[config.mk]
export PLATFORM = sky130hd
export DESIGN_NAME = afms_top
export DESIGN_NICKNAME = d
export VERILOG_FILES = /design/src/afms_sync.v /design/src/afms_top.v
export VERILOG_INCLUDE_DIRS = /design/src /design/src/common
export SDC_FILE = /design/constraint.sdc
export NUM_CORES = 1
export LEC_CHECK = 0
export BUFFER_PORTS_ARGS = -buffer_cell sky130_fd_sc_hd__buf_2
export CORE_UTILIZATION = 40
export CTS_BUF_LIST = sky130_fd_sc_hd__clkbuf_8
export DETAILED_ROUTE_END_ITERATION = 8
export GPL_TIMING_DRIVEN = 0
export MAX_ROUTING_LAYER = met4
export PLACE_DENSITY = 0.77
export SLEW_MARGIN = 20
export SYNTH_ARGS = -nofsm -noshare
export SYNTH_HDL_FRONTEND = slang
export SYNTH_SLANG_ARGS = --single-unit
[constraint.sdc]
create_clock -name clk_sys -period 1.4 [get_ports clk_sys]
set_input_delay 0.42 -clock clk_sys [delete_from_list [all_inputs] [get_ports clk_sys]]
set_output_delay 0.42 -clock clk_sys [all_outputs]
set_load 0.02 [all_outputs]
[src/common/afms_consts.vh]
/*
  Constants for the alert and fault mask and status block: command codes,
  field positions, reset values and writable-bit masks.
  Assumes inclusion by bare name from the block's design files.
*/
// Notes on behaviour
// - Alert mask bits 7,6 gate voltage, current alerts
// - Alert mask bit 3 gates comm/memory/logic alerts
// - Alert mask bit 2 gates monitor-voltage limit alerts
// - Alert mask bit 0 gates output power alerts
// - Fault mask bits 7,6 gate voltage, current faults
// - Fault mask bit 3 gates comm/memory/logic faults
// - Fault mask bit 0 gates output power faults
// - Regulation flag goes out as status word bit 3
// - Phase status bit 5 shows fourth phase enabled
// - Phase status bit 4 shows third phase enabled
// - Phase status bit 3 shows second phase enabled
// - Phase status bit 2 follows power-save indicator
`ifndef AFMS_CONSTS_VH
`define AFMS_CONSTS_VH

// Command codes
`define AFMS_CMD_ALERT_MASK 8'hf9
`define AFMS_CMD_FAULT_MASK 8'hfa
`define AFMS_CMD_GENERAL_STATUS 8'hfb
`define AFMS_CMD_PHASE_STATUS 8'hfc

// Reset values
`define AFMS_RST_ALERT_MASK 8'h00
`define AFMS_RST_FAULT_MASK 8'h00
`define AFMS_RST_GENERAL_STATUS 8'h00
`define AFMS_RST_PHASE_STATUS 8'h00

// Writable bits of the mask registers
`define AFMS_ALERT_MASK_WMASK 8'hcd
`define AFMS_FAULT_MASK_WMASK 8'hcd

// Mask register fields
`define AFMS_MSK_VOLT 7
`define AFMS_MSK_CURR 6
`define AFMS_MSK_COMM 3
`define AFMS_MSK_MON 2
`define AFMS_MSK_PWR 0

// General status fields
`define AFMS_GS_FAULT 7
`define AFMS_GS_ALERT 6
`define AFMS_GS_READY 4

// Phase status fields
`define AFMS_PS_PHASE4 5
`define AFMS_PS_PHASE3 4
`define AFMS_PS_PHASE2 3
`define AFMS_PS_POWER_SAVE 2

// Status word bit carrying the regulation flag
`define AFMS_SW_REGULATION 3

// Source group indices of the per-group flag vectors
`define AFMS_GRP_VOLT 4
`define AFMS_GRP_CURR 3
`define AFMS_GRP_COMM 2
`define AFMS_GRP_MON 1
`define AFMS_GRP_PWR 0
`define AFMS_NUM_GRP 5

`endif

[src/afms_sync.v]
/*
  Two-flop synchroniser, one per bit, for levels arriving from pins.
  Assumes slowly changing levels; a pulse shorter than one clock may be lost.
*/
`timescale 1ns/1ps
`default_nettype none

module afms_sync #(
  parameter WIDTH = 1
) (
  // Clock and reset
  input wire clk_sys,
  input wire resetn,
  // Levels
  input wire [WIDTH-1:0] async_in,
  output wire [WIDTH-1:0] sync_out
);

  genvar i;
  generate
    for (i = 0; i < WIDTH; i = i + 1) begin : g_bit
      reg stage1;
      reg stage2;
      // First stage feeds only the second
      always @(posedge clk_sys or negedge resetn) begin
        if (!resetn) begin
          stage1 <= 1'b0;
          stage2 <= 1'b0;
        end else begin
          stage1 <= async_in[i];
          stage2 <= stage1;
        end
      end
      assign sync_out[i] = stage2;
    end
  endgenerate

endmodule // afms_sync

`default_nettype wire

[src/afms_top.v]
/*
  Alert and fault mask registers and the general and phase status bytes
  of the regulator's serial management port.
  Assumes a serial bus engine on clk_sys that decodes command codes and
  presents each byte access as a one-cycle request; source status bits
  come from logic on clk_sys, phase and ready levels arrive from pins.
*/
`timescale 1ns/1ps
`default_nettype none
`include "afms_consts.vh"

module afms_top (
  // Clock and reset
  input wire clk_sys,
  input wire resetn,
  // Command requests from the serial bus engine
  input wire cmd_valid,
  input wire cmd_write,
  input wire [7:0] cmd_code,
  input wire [7:0] cmd_wdata,
  // Command answers
  output reg rsp_valid,
  output reg rsp_hit,
  output reg [7:0] rsp_rdata,
  // Alert sources
  input wire [7:0] output_voltage_alert,
  input wire [7:0] output_current_alert,
  input wire [7:0] comm_memory_logic_alert,
  input wire [1:0] monitor_voltage_alert,
  input wire output_power_alert,
  // Fault sources
  input wire [7:0] output_voltage_fault,
  input wire [7:0] output_current_fault,
  input wire [7:0] comm_memory_logic_fault,
  input wire [1:0] monitor_voltage_fault,
  input wire output_power_fault,
  // Regulator levels from pins
  input wire regulator_ready_flag,
  input wire output_in_regulation_flag,
  input wire phase2_enable,
  input wire phase3_enable,
  input wire phase4_enable,
  input wire power_save_indicator,
  // Summaries
  output reg alert_active,
  output reg fault_active,
  output reg [4:0] alert_groups,
  output reg [4:0] fault_groups,
  output reg status_word_regulation,
  // Register images
  output reg [7:0] alert_mask,
  output reg [7:0] fault_mask,
  output reg [7:0] general_status,
  output reg [7:0] phase_status
);

  // Pin levels after synchronisation
  wire [5:0] pin_sync;
  wire ready_s;
  wire regulation_s;
  wire phase2_s;
  wire phase3_s;
  wire phase4_s;
  wire power_save_s;

  // Per-group raw and masked indications
  wire [4:0] alert_raw;
  wire [4:0] fault_raw;
  wire [4:0] alert_gate;
  wire [4:0] fault_gate;
  reg [4:0] next_alert_groups;
  reg [4:0] next_fault_groups;
  wire next_alert_active;
  wire next_fault_active;

  // Status byte next values
  reg [7:0] next_general_status;
  reg [7:0] next_phase_status;

  // Command decode
  reg [7:0] next_rdata;
  reg next_hit;
  wire write_alert_mask;
  wire write_fault_mask;

  afms_sync #(
    .WIDTH(6)
  ) u_pin_sync (
    .clk_sys(clk_sys),
    .resetn(resetn),
    .async_in({power_save_indicator, phase4_enable, phase3_enable,
               phase2_enable, output_in_regulation_flag, regulator_ready_flag}),
    .sync_out(pin_sync)
  );

  assign ready_s = pin_sync[0];
  assign regulation_s = pin_sync[1];
  assign phase2_s = pin_sync[2];
  assign phase3_s = pin_sync[3];
  assign phase4_s = pin_sync[4];
  assign power_save_s = pin_sync[5];

  // Any bit of a group raises that group's indication
  assign alert_raw[`AFMS_GRP_VOLT] = |output_voltage_alert;
  assign alert_raw[`AFMS_GRP_CURR] = |output_current_alert;
  assign alert_raw[`AFMS_GRP_COMM] = |comm_memory_logic_alert;
  assign alert_raw[`AFMS_GRP_MON] = |monitor_voltage_alert;
  assign alert_raw[`AFMS_GRP_PWR] = output_power_alert;

  assign fault_raw[`AFMS_GRP_VOLT] = |output_voltage_fault;
  assign fault_raw[`AFMS_GRP_CURR] = |output_current_fault;
  assign fault_raw[`AFMS_GRP_COMM] = |comm_memory_logic_fault;
  assign fault_raw[`AFMS_GRP_MON] = |monitor_voltage_fault;
  assign fault_raw[`AFMS_GRP_PWR] = output_power_fault;

  // Mask bit of each group, per mask register
  assign alert_gate[`AFMS_GRP_VOLT] = alert_mask[`AFMS_MSK_VOLT];
  assign alert_gate[`AFMS_GRP_CURR] = alert_mask[`AFMS_MSK_CURR];
  assign alert_gate[`AFMS_GRP_COMM] = alert_mask[`AFMS_MSK_COMM];
  assign alert_gate[`AFMS_GRP_MON] = alert_mask[`AFMS_MSK_MON];
  assign alert_gate[`AFMS_GRP_PWR] = alert_mask[`AFMS_MSK_PWR];

  assign fault_gate[`AFMS_GRP_VOLT] = fault_mask[`AFMS_MSK_VOLT];
  assign fault_gate[`AFMS_GRP_CURR] = fault_mask[`AFMS_MSK_CURR];
  assign fault_gate[`AFMS_GRP_COMM] = fault_mask[`AFMS_MSK_COMM];
  assign fault_gate[`AFMS_GRP_MON] = fault_mask[`AFMS_MSK_MON];
  assign fault_gate[`AFMS_GRP_PWR] = fault_mask[`AFMS_MSK_PWR];

  always @* begin
    next_alert_groups = 5'h0;
    next_fault_groups = 5'h0;
    // Voltage, current, comm, monitor and power alerts
    next_alert_groups[`AFMS_GRP_VOLT] = alert_raw[`AFMS_GRP_VOLT] & ~alert_gate[`AFMS_GRP_VOLT];
    next_alert_groups[`AFMS_GRP_CURR] = alert_raw[`AFMS_GRP_CURR] & ~alert_gate[`AFMS_GRP_CURR];
    next_alert_groups[`AFMS_GRP_COMM] = alert_raw[`AFMS_GRP_COMM] & ~alert_gate[`AFMS_GRP_COMM];
    next_alert_groups[`AFMS_GRP_MON] = alert_raw[`AFMS_GRP_MON] & ~alert_gate[`AFMS_GRP_MON];
    next_alert_groups[`AFMS_GRP_PWR] = alert_raw[`AFMS_GRP_PWR] & ~alert_gate[`AFMS_GRP_PWR];
    // Voltage, current and comm faults
    next_fault_groups[`AFMS_GRP_VOLT] = fault_raw[`AFMS_GRP_VOLT] & ~fault_gate[`AFMS_GRP_VOLT];
    next_fault_groups[`AFMS_GRP_CURR] = fault_raw[`AFMS_GRP_CURR] & ~fault_gate[`AFMS_GRP_CURR];
    next_fault_groups[`AFMS_GRP_COMM] = fault_raw[`AFMS_GRP_COMM] & ~fault_gate[`AFMS_GRP_COMM];
    // Fault mask bit 2 also gates the monitor group, mirroring the alert side
    next_fault_groups[`AFMS_GRP_MON] = fault_raw[`AFMS_GRP_MON] & ~fault_gate[`AFMS_GRP_MON];
    next_fault_groups[`AFMS_GRP_PWR] = fault_raw[`AFMS_GRP_PWR] & ~fault_gate[`AFMS_GRP_PWR];
  end

  // Summaries come straight from the masked groups, so the summary bit
  // and the group vector always change on the same edge
  assign next_alert_active = |next_alert_groups;
  assign next_fault_active = |next_fault_groups;

  always @* begin
    next_general_status = 8'h00;
    next_general_status[`AFMS_GS_FAULT] = next_fault_active;
    next_general_status[`AFMS_GS_ALERT] = next_alert_active;
    next_general_status[`AFMS_GS_READY] = ready_s;
    // Bit 5 is obsolete and stays zero; regulation goes to the status word
  end

  always @* begin
    next_phase_status = 8'h00;
    next_phase_status[`AFMS_PS_PHASE4] = phase4_s;
    next_phase_status[`AFMS_PS_PHASE3] = phase3_s;
    next_phase_status[`AFMS_PS_PHASE2] = phase2_s;
    next_phase_status[`AFMS_PS_POWER_SAVE] = power_save_s;
  end

  // Mask writes
  assign write_alert_mask = cmd_valid & cmd_write & (cmd_code == `AFMS_CMD_ALERT_MASK);
  assign write_fault_mask = cmd_valid & cmd_write & (cmd_code == `AFMS_CMD_FAULT_MASK);

  always @(posedge clk_sys or negedge resetn) begin
    if (!resetn) begin
      alert_mask <= `AFMS_RST_ALERT_MASK;
      fault_mask <= `AFMS_RST_FAULT_MASK;
    end else begin
      if (write_alert_mask) begin
        alert_mask <= cmd_wdata & `AFMS_ALERT_MASK_WMASK;
      end
      if (write_fault_mask) begin
        fault_mask <= cmd_wdata & `AFMS_FAULT_MASK_WMASK;
      end
    end
  end

  // Group and summary flops; live levels, nothing sticky
  always @(posedge clk_sys or negedge resetn) begin
    if (!resetn) begin
      alert_groups <= 5'h0;
      fault_groups <= 5'h0;
      alert_active <= 1'b0;
      fault_active <= 1'b0;
    end else begin
      alert_groups <= next_alert_groups;
      fault_groups <= next_fault_groups;
      alert_active <= next_alert_active;
      fault_active <= next_fault_active;
    end
  end

  // Status byte images
  always @(posedge clk_sys or negedge resetn) begin
    if (!resetn) begin
      general_status <= `AFMS_RST_GENERAL_STATUS;
      phase_status <= `AFMS_RST_PHASE_STATUS;
    end else begin
      general_status <= next_general_status;
      phase_status <= next_phase_status;
    end
  end

  // Regulation flag leaves the block for the status word, not this byte
  always @(posedge clk_sys or negedge resetn) begin
    if (!resetn) begin
      status_word_regulation <= 1'b0;
    end else begin
      status_word_regulation <= regulation_s;
    end
  end

  // Read data and acceptance of each request.
  // Status bytes are read from their flops, so a read shows the value
  // that software could also see on the image outputs in that cycle.
  always @* begin
    next_rdata = 8'h00;
    next_hit = 1'b0;
    case (cmd_code)
      `AFMS_CMD_ALERT_MASK: begin
        next_hit = 1'b1;
        next_rdata = cmd_write ? 8'h00 : alert_mask;
      end
      `AFMS_CMD_FAULT_MASK: begin
        next_hit = 1'b1;
        next_rdata = cmd_write ? 8'h00 : fault_mask;
      end
      `AFMS_CMD_GENERAL_STATUS: begin
        // Writes to a read-only byte are refused
        next_hit = ~cmd_write;
        next_rdata = cmd_write ? 8'h00 : general_status;
      end
      `AFMS_CMD_PHASE_STATUS: begin
        next_hit = ~cmd_write;
        next_rdata = cmd_write ? 8'h00 : phase_status;
      end
      default: begin
        // Codes outside this block answer with a miss and zero data
        next_hit = 1'b0;
        next_rdata = 8'h00;
      end
    endcase
  end

  always @(posedge clk_sys or negedge resetn) begin
    if (!resetn) begin
      rsp_valid <= 1'b0;
      rsp_hit <= 1'b0;
      rsp_rdata <= 8'h00;
    end else begin
      rsp_valid <= cmd_valid;
      if (cmd_valid) begin
        rsp_hit <= next_hit;
        rsp_rdata <= next_rdata;
      end else begin
        rsp_hit <= 1'b0;
        rsp_rdata <= 8'h00;
      end
    end
  end

endmodule // afms_top

`default_nettype wire

# == Word-level counts from Yosys, hierarchy flattened ==
# Index checks and enable logic that the tools add are counted.
# word_totals
ff_bits,52
in_bits,80
# op_classes
eq_ne,4
mux,8
bitwise_logic,24
reduce_logical,12
# ops
operator,count
$reduce_or A8 Y1,6
$eq A8 B8 Y1 const B,4
$mux W8,4
$pmux W8 S4,1
$and A1 B1 Y1,13
$not A1 Y1,11
$reduce_or A5 Y1,2
$reduce_or A2 Y1,4
$mux W6,1
$pmux W1 S2,1
$mux W1,1

# == Logic depth before layout (Yosys ltp) ==
# Gate-level depths: netlist of run 1.
# logic_depth
depth_word,4
ltp_mapped,4
depth_no_buf,3

# == Modules after synthesis ==
# A second synthesis of run 1 with hierarchy kept.
# unflattened
hier_cells,158
area_unflattened_um2,2043.2
# by_module_without_submodules
mod,n_inst,cells_per_inst,area_per_inst_um2,seq_area_each_um2
afms_top,1,140,1697.9,925.9
afms_sync,1,18,345.3,300.3

# == Worst setup path after synthesis of run 1 ==
# Ideal clock, no wire load.
# synth_timing
path_type,in2reg
from,input comm_memory_logic_fault[1]
to,register general_status[7]
arrival_ns,1.253
required_time_ns,1.261
setup_slack_ns,0.008
stages,3
path_buffers,0
cell_sequence,nor4_2 > a21oi_1 > or4_1
# synth_between
elab_chain_len,3
# synth_lines
item,line,source
"start, declared",afms_top.v:34,"input wire [7:0] comm_memory_logic_fault,"
$reduce_or A8 Y1,afms_top.v:112,assign fault_raw[`AFMS_GRP_COMM] = |comm_memory_logic_fault;
$and A1 B1 Y1,afms_top.v:141,next_fault_groups[`AFMS_GRP_COMM] = fault_raw[`AFMS_GRP_COMM] & ~fault_gate[`AFMS_GRP_COMM];
via next_fault_groups[2],afms_top.v:72,reg [4:0] next_fault_groups;
$reduce_or A5 Y1,afms_top.v:150,assign next_fault_active = |next_fault_groups;
via next_fault_active,afms_top.v:74,wire next_fault_active;
"end signal, assigned",afms_top.v:204,general_status <= `AFMS_RST_GENERAL_STATUS;
"end signal, assigned",afms_top.v:207,general_status <= next_general_status;
"end, declared",afms_top.v:53,"output reg [7:0] general_status,"
# The timed path passes the listed nets, and every way through them passes these cells.
# A chain may end at the register's enable or synchronous reset.

# == Final worst setup path of run 1 ==
# layout_timing
from,register alert_mask[2]
to,output alert_mask[2]
# layout_rtl
item,line,source
"start, declared",afms_top.v:51,"output reg [7:0] alert_mask,"
"start signal, assigned",afms_top.v:174,alert_mask <= `AFMS_RST_ALERT_MASK;
"start signal, assigned",afms_top.v:178,alert_mask <= cmd_wdata & `AFMS_ALERT_MASK_WMASK;
# No word-level cell between the ends.

==> results of run 1 <==
## routing by layer
layer / track usage, % / part of all wire, % / routed length, um / vias to the layer above
met5: - / 0 / 0 / -
met2: 29.4 / 51 / 2110 / 82
met1: 20.5 / 41 / 1730 / 718
li1: - / - / - / 768
met4: 5.88 / 1.6 / 65 / 0
met3: 3.75 / 6.3 / 264 / 5
## power breakdown
part           total [mW]  internal, mW  leakage (nW)  switching, mW
combinational       0.357         0.165         0.800          0.192
sequential           1.48          1.46         0.580         0.0217
clock                1.01         0.575        0.0626          0.433
total                2.85          2.20          1.44          0.647
## cell usage after synthesis, drive strengths merged (2+ instances only)
library cell	count
a21oi	10
or4	2
nor4	15
o21bai	4
nor2b	5
nand4	2
a21o	2
nor2	6
dfrtp	49
nor3b	3
mux2	12
a22oi	3
nand2	5
nand3b	5
buf	21
## registers in the layout, summed over array words and instances (netlist names)
| signal | count |
|---|---|
| alert_mask | 5 |
| alert_groups | 5 |
| phase_status | 4 |
| u_pin_sync.g_bit.stage2 | 6 |
| fault_groups | 5 |
| rsp_rdata | 7 |
| rsp_valid | 1 |
| rsp_hit | 1 |
| general_status | 3 |
| u_pin_sync.g_bit.stage1 | 6 |
| status_word_regulation | 1 |
| fault_mask | 5 |
## metrics by stage
stage	cell area (um2)	setup slack, ns	instances	hold WS, ns
after global placement	2670	-0.212	345	0.332
final	2810	0.0662	353	0.127
after global routing	2810	0.00609	353	0.178
after CTS	2810	0.0107	354	0.212
after floorplan	2010	0.00803	163	0.124
after detailed placement	2670	-0.226	345	0.335
## cell usage in the layout (no fill, tap or decap), types with 5 or more instances in the layout
cell,netlist,routed
a21oi_1,10,10
buf_2,2,114
buf_4,19,20
clkbuf_8,0,6
conb_1,1,16
dfrtp_1,49,45
mux2_2,12,12
nand2_1,5,5
nand3b_1,5,5
nor2_1,6,6
nor2b_1,5,5
nor4_1,11,11
## worst max-delay path by stage
stage / cells past startpoint / from / endpoint
final: 1 / alert_mask[2] / alert_mask[2]
after detailed placement: 4 / cmd_code[1] / alert_mask[0]
after floorplan: 3 / comm_memory_logic_fault[1] / general_status[7]
after CTS: 2 / general_status[7] / general_status[7]
after global placement: 4 / comm_memory_logic_alert[5] / general_status[6]
after global routing: 1 / alert_mask[0] / alert_mask[0]
## logic make-up after synthesis
group,count (synthesis),share of synthesized area (%)
muxes,12,6.91
and+or+nand+nor,46,16.4
other,1,0.192
AOI/OAI and AO/OA,19,6.01
buffers and inverters,21,7.81
DFF,49,62.7
## area by class of cell
cell class	instances	area (um2)	share of cell area [%]
multi-input combinational	93	633	22.5
sequential	49	1230	43.9
clock inverter	2	33.8	1.20
timing repair buffer	117	606	21.6
clock buffer	6	82.6	2.94
tap	67	83.8	2.99
buffer	19	138	4.90
## repair_timing
| item | 4_1_cts | 5_1_grt |
|---|---|---|
| hold buffers | 0 | 0 |
| setup endpoints to repair | 2 | 5 |
| buffers inserted | 2 | 0 |
| resized for setup | 5 | 4 |
==> results.py, run 1 <==
metrics = {
    "sta": {
        "max_freq_ghz": 0.750,
        "final.period_utilization_pct": 95.3,
        "hold_violations": 0,
        "max-slew-margin-rel_pct": 60.8,
        "setup_violations": 0,
        "tightest_slew_ns": 0.588,
        "rsz0062_at_grt": "false",
        "skew_ns": 0.00559,
        "slew_violations": 0,
        "fin_tns_setup_ns": 0,
        "post-route-min-period_ns": 1.33,
    },
    "synthesis": {
        "syn_area_mm2": 0.00196,
        "avgSynthCellArea_um2": 13.2,
        "yosys.cell_types.count": 22,
        "yosysWarnings": 0,
        "synth_top_cell_by_area": "dfrtp_1",
        "ys_ff_latch": 49,
        "syn_inst": 148,
        "ys_seq_area_share_pct": 62.7,
        "synth-async-reset-ratio_pct": 100,
        "synth-edff-count": 0,
        "synth_flop_cell": "dfrtp_1",
        "yosys.area.top_type_share_pct": 62.7,
        "synth_area_leaders": "dfrtp_1 (63%), buf_4 (7.3%), mux2_2 (6.9%)",
    },
    "clock_tree": {
        "cts-buffers-inserted": 5,
        "root_buffer": "clkbuf_8",
        "clockBufferDepth": 2,
        "h-tree-depth": 2,
        "cts_tree": "built",
        "clock_sinks": 49,
        "path_clk_slew_ns": 0.09,
        "clock_latency_ns": 0.29,
    },
    "grt": {
        "gr-total-overflow": 0,
        "track_usage_pct": 17.3,
        "antenna_found_initial": 0,
        "grt_max_degree": 50,
        "grt_pass1_wl_um": 6470,
        "grt_pass1_vias": 1464,
    },
    "status": {
        "status": "finished with violations",
        "violations": "DRC",
    },
    "critical_path": {
        "r2r-end": "general_status[7]",
        "cp-end-kind": "output pin",
        "worstPathCellList": "buf_2",
        "ff2ff_path_depth": 3,
        "r2r-start": "fault_mask[0]",
        "cpPeakStageDelay_ns": 0.45,
        "cp.arrival_ns": 0.91,
        "crit_buf_inv": 1,
        "critPathRequiredTime_ns": 0.98,
        "crit_path_max_fanout": 5,
        "critical_path.top_delay_family": "flip-flops",
        "rrSetupSlack_ns": 0.22,
        "critPathSlowestCell": "dfrtp_2",
        "cp-start-kind": "register",
        "crit_type": "reg2out",
    },
    "layout": {
        "area_growth_pct": 43.6,
        "nets": 365,
        "drive_gt1_share_pct": 58.4,
        "fin_util_pct": 59.4,
        "fillers": 390,
        "antennaDiodeCount": 0,
    },
    "power": {
        "ir_drop_v": 0.000448,
        "pwr_density_cell_mw_per_mm2": 1010,
        "total_power_mw": 2.85,
        "leakage_nw": 1.44,
    },
    "detailed_routing": {
        "drcViolationCount": 1,
        "totalWireLength_um": 4170,
        "routed_via_density": 4.46,
        "drt-pass1-iter-count": 6,
        "routed-via-count": 1573,
        "avgRoutedWirePerCell_um": 11.8,
        "drtIter0Drc": 68,
        "ant_nets": 0,
    },
    "place": {
        "gp_congestion": 0.832,
        "portBuffers": 115,
        "dp_hpwl_um": 3270,
    },
    "floorplan": {
        "row_count": 25,
        "core_mm2": 0.00472,
        "die_w_um": 71.9,
        "dieArea_mm2": 0.00517,
        "start_util_pct": 41.4,
        "fp.dieH_um": 71.9,
        "io_pins": 135,
    },
    "worst_hold_path": {
        "hold_path_class": "in2async",
    },
    "flow_run": {
        "drv_cap": 0,
    },
}
Power figures use the tool's default switching activity.
==> run 2: changes to the inputs <==
CTS_BUF_LIST = unset   (was sky130_fd_sc_hd__clkbuf_8)
PLACE_DENSITY = 0.76   (was 0.77)
SYNTH_HIERARCHICAL = 1   (was unset)
==> run 2 against run 1 <==
The flow finishes with violations (setup timing). Worst hold slack worse by 0.014 ns. Via count increased by 5.4%. Sequential share of layout area is 3.6 points lower. Critical path depth up 4. Sequential power hardly changed. Global-route usage increased by 0.96 points. Non-clock buffer count up 12. Sequential cell count did not move. Largest cell class unchanged. Synthesized cell count is 6.8% higher. Setup slack got worse by 0.24 ns. Largest power group unchanged.
==> results.py, run 2 <==
metrics = {
    "sta": {
        "final.period_utilization_pct": 112,
        "setup_ws_ns": -0.172,
        "max-slew-margin-rel_pct": 59.9,
        "post-route-min-period_ns": 1.57,
        "skew_ns": 0.00621,
        "max_freq_ghz": 0.636,
        "hold_violations": 0,
        "setup_violations": 5,
        "tightest_slew_ns": 0.602,
        "slew_violations": 0,
        "rsz0062_at_grt": "true",
    },
    "detailed_routing": {
        "highest_layer": "met4",
        "routed-via-count": 1658,
        "avgRoutedWirePerCell_um": 12.8,
        "routed_via_density": 4.51,
        "dr_wl_met2_um": 2390,
        "totalWireLength_um": 4710,
        "met3_length_um": 378,
        "drt-pass1-iter-count": 4,
        "wl_met1_um": 1850,
        "drtIter0Drc": 96,
        "ant_nets": 0,
        "drcViolationCount": 0,
    },
    "synthesis": {
        "synth_top_cell_by_area": "dfrtp_1",
        "synth-edff-count": 0,
        "synth_area_leaders": "dfrtp_1 (60%), buf_4 (8.8%), nor4_1 (4.0%)",
        "yosys-top-cells-count": "dfrtp_1 (49), buf_4 (24), nor4_1 (13)",
        "synth_flop_cell": "dfrtp_1",
        "ys_ff_latch": 49,
        "syn_area_mm2": 0.00204,
        "yosys.area.top_type_share_pct": 60.0,
        "ys_seq_area_share_pct": 60.0,
        "yosysWarnings": 6,
        "avgSynthCellArea_um2": 12.9,
        "synth-async-reset-ratio_pct": 100,
        "syn_inst": 158,
        "yosys.cell_types.count": 30,
        "synth_most_common_cell": "dfrtp_1",
    },
    "critical_path": {
        "crit_path_max_fanout": 5,
        "rrSetupSlack_ns": 0.23,
        "crit_end": "alert_mask[7]",
        "crit_buf_inv": 2,
        "cp.arrival_ns": 1.77,
        "r2r-start": "fault_mask[3]",
        "critPathSlowestCell": "or4_1",
        "cp-end-kind": "register",
        "cpPeakStageDelay_ns": 0.42,
        "ff2ff_path_depth": 2,
        "startpoint": "cmd_code[2]",
        "critical_path.top_delay_family": "simple AND/OR/NAND/NOR gates",
        "r2r-end": "general_status[7]",
        "crit_type": "in2reg",
        "cp-start-kind": "input pin",
        "cp.depth": 5,
        "worstPathCellList": "buf_8, or3b_1, or4_1, buf_6, mux2_4",
        "critPathRequiredTime_ns": 1.60,
    },
    "power": {
        "switchingPower_mw": 0.715,
        "p_seq_share_pct": 47.9,
        "ir_drop_v": 0.000502,
        "p_sw_share_pct": 23.1,
        "p_clk_share_pct": 39.0,
        "total_power_mw": 3.09,
        "p_int_mw": 2.38,
        "pwr_density_cell_mw_per_mm2": 1010,
        "pwr-share-comb_pct": 13.1,
        "leakage_nw": 1.55,
    },
    "grt": {
        "gr-total-overflow": 0,
        "grt_max_degree": 50,
        "grt_pass1_wl_um": 7000,
        "track_usage_pct": 18.3,
        "grt_pass1_vias": 1525,
        "antenna_found_initial": 0,
    },
    "floorplan": {
        "fp.dieH_um": 73.5,
        "start_util_pct": 42.4,
        "dieArea_mm2": 0.00540,
        "row_count": 25,
        "die_w_um": 73.5,
        "core_mm2": 0.00482,
        "io_pins": 135,
    },
    "clock_tree": {
        "root_buffer": "clkbuf_8",
        "holdBufCountCts": 0,
        "clock_sinks": 49,
        "cts-buffers-inserted": 5,
        "h-tree-depth": 2,
        "clockBufferDepth": 2,
        "clock_latency_ns": 0.31,
        "path_clk_slew_ns": 0.09,
        "cts_tree": "built",
    },
    "layout": {
        "regMostFlops": "rsp_rdata",
        "area_growth_pct": 49.1,
        "largest_register_ffs": 7,
        "drive_gt1_share_pct": 57.5,
        "reg_top3": "rsp_rdata x7, u_pin_sync/g_bit.stage1 x6, u_pin_sync/g_bit.stage2 x6",
        "final_common_cell": "buf_2",
        "nets": 380,
        "fillers": 408,
        "final_cell_mix": "buf_2 (107), dfrtp_1 (49), buf_4 (29)",
        "fin_util_pct": 63.2,
        "antennaDiodeCount": 0,
    },
    "place": {
        "portBuffers": 114,
        "dp_hpwl_um": 3460,
        "gp_congestion": 0.776,
    },
    "flow_run": {
        "drv_cap": 0,
    },
    "worst_hold_path": {
        "hold_path_class": "in2async",
    },
    "status": {
        "status": "finished with violations",
        "violations": "setup timing",
    },
}
## run 2: changes by cell type after synthesis, moves of 3 or more
cell	change
a21boi_0	+4
a21oi_1	-3
buf_4	+5
mux2_2	-5
mux2_4	+5
nor3b_2	-3
nor4_2	-4
## run 2: through the flow
step	TNS [ns]	std cells	area [um2]	setup WS, ns	hold slack [ns]
finish	-0.822	368	3050	-0.172	0.113
global route	-0.851	368	3050	-0.165	0.161
CTS	-1.05	368	3020	-0.142	0.205
detailed placement	-8.16	354	2790	-0.579	0.336
global placement	-7.82	354	2790	-0.556	0.332
floorplan	-4.86	173	2130	-0.438	0.124
## run 2: worst min path at each step
stage	slack [ns]	endpoint	cells after the start	start
after global routing	0.16	u_pin_sync/g_bit[1].stage1	1	resetn
after detailed placement	0.34	u_pin_sync/g_bit[3].stage2	0	u_pin_sync/g_bit[3].stage1
final	0.11	status_word_regulation	1	resetn
after global placement	0.33	u_pin_sync/g_bit[5].stage2	0	u_pin_sync/g_bit[5].stage1
after CTS	0.20	u_pin_sync/g_bit[2].stage1	1	phase2_enable
after floorplan	0.12	alert_groups[0]	0	resetn
## run 2: worst register-to-register path: cells and delay by family, from the launching register on
| family | cells | cell delay (ns) |
|---|---|---|
| AOI/OAI and AO/OA | 1 | 0.09 |
| and+or+nand+nor | 1 | 0.52 |
| DFF | 1 | 0.44 |
## run 2: cell families after synthesis
kind of cell           count (synthesis)  synth area share, %
AO/OA/AOI/OAI                         20                 6.86
XOR/XNOR                               1                0.429
buffers and inverters                 29                 10.5
flip-flops                            49                 60.0
multiplexers                          12                 7.53
other                                  1                0.184
AND/OR/NAND/NOR                       46                 14.5
## run 2: final cells by class
cell class / count / area (um2) / area share (%)
clock buffer: 5 / 68.8 / 2.26
multi-input combinational: 95 / 714 / 23.4
clock inverter: 3 / 68.8 / 2.26
buffer: 26 / 199 / 6.53
inverter: 1 / 3.75 / 0.123
tap: 67 / 83.8 / 2.75
timing repair buffer: 122 / 682 / 22.4
sequential: 49 / 1230 / 40.2
## run 2: repair_timing
| action | in CTS | in global routing |
|---|---|---|
| pin swaps | 3 | 3 |
| endpoints found under the hold margin | 0 | 0 |
| gates cloned | 0 | 0 |
| setup endpoints to repair | 16 | 16 |
| setup buffers | 7 | 1 |
| gates resized for setup | 14 | 7 |
## run 2: power groups by stage
stage	sequential, mW	combinational [mW]	clock [mW]
after floorplan	1.54	0.157	0
after global placement	1.51	0.371	0
after detailed placement	1.51	0.380	0
after CTS	1.48	0.400	1.22
after global routing	1.49	0.443	1.29
final	1.48	0.406	1.20
## run 2: per-layer routing
| layer | up-vias | global-route usage (%) |
|---|---|---|
| met1 | 757 | 20.9 |
| met4 | 0 | 7.48 |
| met2 | 95 | 30.7 |
| met3 | 10 | 4.39 |
| li1 | 796 | - |
| met5 | - | - |
==> run 3: changes to the inputs <==
CORE_MARGIN = 1.5   (was unset)
SKIP_LAST_GASP = 1   (was unset)
==> run 3 against run 2 <==
Clock skew shrank 0.0025 ns. Critical endpoint is now alert_mask[2]. Non-clock buffer count is 1 lower. Combinational power fell by 3%. Via count shrank 0.90%. The flow still finishes with violations (setup timing). Final area fell by 1.6%. Power decreased by 7.1%. Setup slack better by 0.030 ns. Sequential power is essentially flat. Sequential share of layout area rose by 0.70 points. Clock power fell by 17%. Register-to-register slack is essentially flat. Wire length down 6.6%.
==> results.py, run 3 (synthesis gave the netlist of run 2 again) <==
metrics = {
    "place": {
        "dp_hpwl_um": 3400,
        "gp_congestion": 0.727,
        "placed_cells": 354,
        "portBuffers": 114,
    },
    "detailed_routing": {
        "routed-via-count": 1643,
        "drcViolationCount": 0,
        "drt-pass1-iter-count": 4,
        "avgRoutedWirePerCell_um": 12.0,
        "routed_via_density": 4.48,
        "totalWireLength_um": 4400,
        "ant_nets": 0,
        "drtIter0Drc": 66,
    },
    "worst_hold_path": {
        "hold_path_class": "in2async",
    },
    "floorplan": {
        "start_util_pct": 42.4,
        "io_pins": 135,
        "row_count": 25,
        "dieArea_mm2": 0.00555,
        "core_mm2": 0.00482,
        "die_w_um": 74.5,
        "fp.dieH_um": 74.5,
    },
    "sta": {
        "setup_violations": 6,
        "setup_ws_ns": -0.142,
        "rsz0062_at_grt": "true",
        "hold_violations": 0,
        "max-slew-margin-rel_pct": 60.4,
        "slew_violations": 0,
        "tightest_slew_ns": 0.594,
        "final.period_utilization_pct": 110,
        "max_freq_ghz": 0.649,
        "post-route-min-period_ns": 1.54,
        "skew_ns": 0.00369,
    },
    "power": {
        "leakage_nw": 1.52,
        "pwr_density_cell_mw_per_mm2": 958,
        "ir_drop_v": 0.000537,
    },
    "clock_tree": {
        "cts_tree": "built",
        "path_clk_slew_ns": 0.09,
        "h-tree-depth": 2,
        "clock_sinks": 49,
        "cts-buffers-inserted": 5,
        "clock_latency_ns": 0.30,
        "root_buffer": "clkbuf_8",
        "clockBufferDepth": 2,
    },
    "grt": {
        "grt_pass1_vias": 1439,
        "gr-total-overflow": 0,
        "grt_max_degree": 50,
        "antenna_found_initial": 0,
        "grt_pass1_wl_um": 6350,
        "track_usage_pct": 15.8,
    },
    "critical_path": {
        "crit_path_max_fanout": 8,
        "critPathRequiredTime_ns": 1.59,
        "cp-end-kind": "register",
        "cp-start-kind": "input pin",
        "crit_type": "in2reg",
        "cp.arrival_ns": 1.73,
    },
    "layout": {
        "reg_top3": "rsp_rdata x7, u_pin_sync/g_bit.stage1 x6, u_pin_sync/g_bit.stage2 x6",
        "regMostFlops": "rsp_rdata",
        "area_growth_pct": 46.7,
        "antennaDiodeCount": 0,
        "nets": 379,
        "final_cell_mix": "buf_2 (109), dfrtp_1 (48), buf_4 (30)",
        "drive_gt1_share_pct": 57.3,
        "final_cells": 367,
        "largest_register_ffs": 7,
        "fin_util_pct": 62.2,
        "final_common_cell": "buf_2",
    },
    "status": {
        "status": "finished with violations",
        "violations": "setup timing",
    },
    "flow_run": {
        "drv_cap": 0,
    },
}
-- run 3: cell count changes in the layout (fill, tap and decap cells not counted), moves of 2 or more --
cell | before | now
buf_6 | 8 | 4
a21boi_1 | 2 | 0
buf_2 | 107 | 109
a21boi_0 | 1 | 4
-- run 3: final timing paths --
kind,startpoint,endpoint,slack [ns],depth (start not counted)
min in group clk_sys,phase3_enable,u_pin_sync/g_bit[3].stage1,0.22,1
worst min-delay path,resetn,status_word_regulation,0.13,1
max in group asynchronous,resetn,fault_mask[2],0.84,1
worst max-delay path,cmd_code[2],alert_mask[2],-0.14,4
worst min register to register,u_pin_sync/g_bit[3].stage1,u_pin_sync/g_bit[3].stage2,0.35,0
worst max register to register,fault_mask[3],general_status[7],0.24,2
-- run 3: cell type report --
cell class,instances,area (um2)
Clock buffer,5,68.8
Sequential cell,49,1230
Inverter,1,3.75
Tap cell,67,83.8
Clock inverter,3,46.3
Fill cell,402,1820
Buffer,25,193
Multi-Input combinational cell,95,709
Timing Repair Buffer,122,666
-- run 3: worst max-delay path, stage by stage --
cell	delay, ns
buf_12	0.11
or3b_1	0.37
or4_4	0.50
mux2_4	0.32
-- run 3: where the power goes --
part | leakage (nW) | switching (mW) | internal, mW | total [mW]
clock | 0.0543 | 0.462 | 0.534 | 0.996
sequential | 0.585 | 0.0211 | 1.46 | 1.48
combinational | 0.883 | 0.202 | 0.192 | 0.394
-- run 3: per-stage QoR --
stage          setup slack (ns)  cell area [um2]  hold WS [ns]  setup TNS [ns]  total power, mW
2_1_floorplan            -0.438             2130         0.124           -4.86             1.70
3_3_place_gp             -0.559             2790         0.332           -7.85             1.88
3_5_place_dp             -0.571             2790         0.335           -8.12             1.89
4_1_cts                  -0.153             2950         0.211           -1.46             2.89
5_1_grt                  -0.141             3000         0.169          -0.868             3.01
6_report                 -0.142             3000         0.129          -0.694             2.87
-- run 3: what timing repair did --
item,4_1_cts,5_1_grt
resized for setup,10,6
setup endpoints to repair,16,18
setup buffers,4,4
hold endpoints to repair,0,0
hold buffers,0,0
pin swaps,3,3
-- run 3: routing by layer --
layer	GRT usage, %	wire length, um
met4	4.85	50
met5	-	0
met2	25.6	2110
met3	3.12	407
met1	20.1	1820
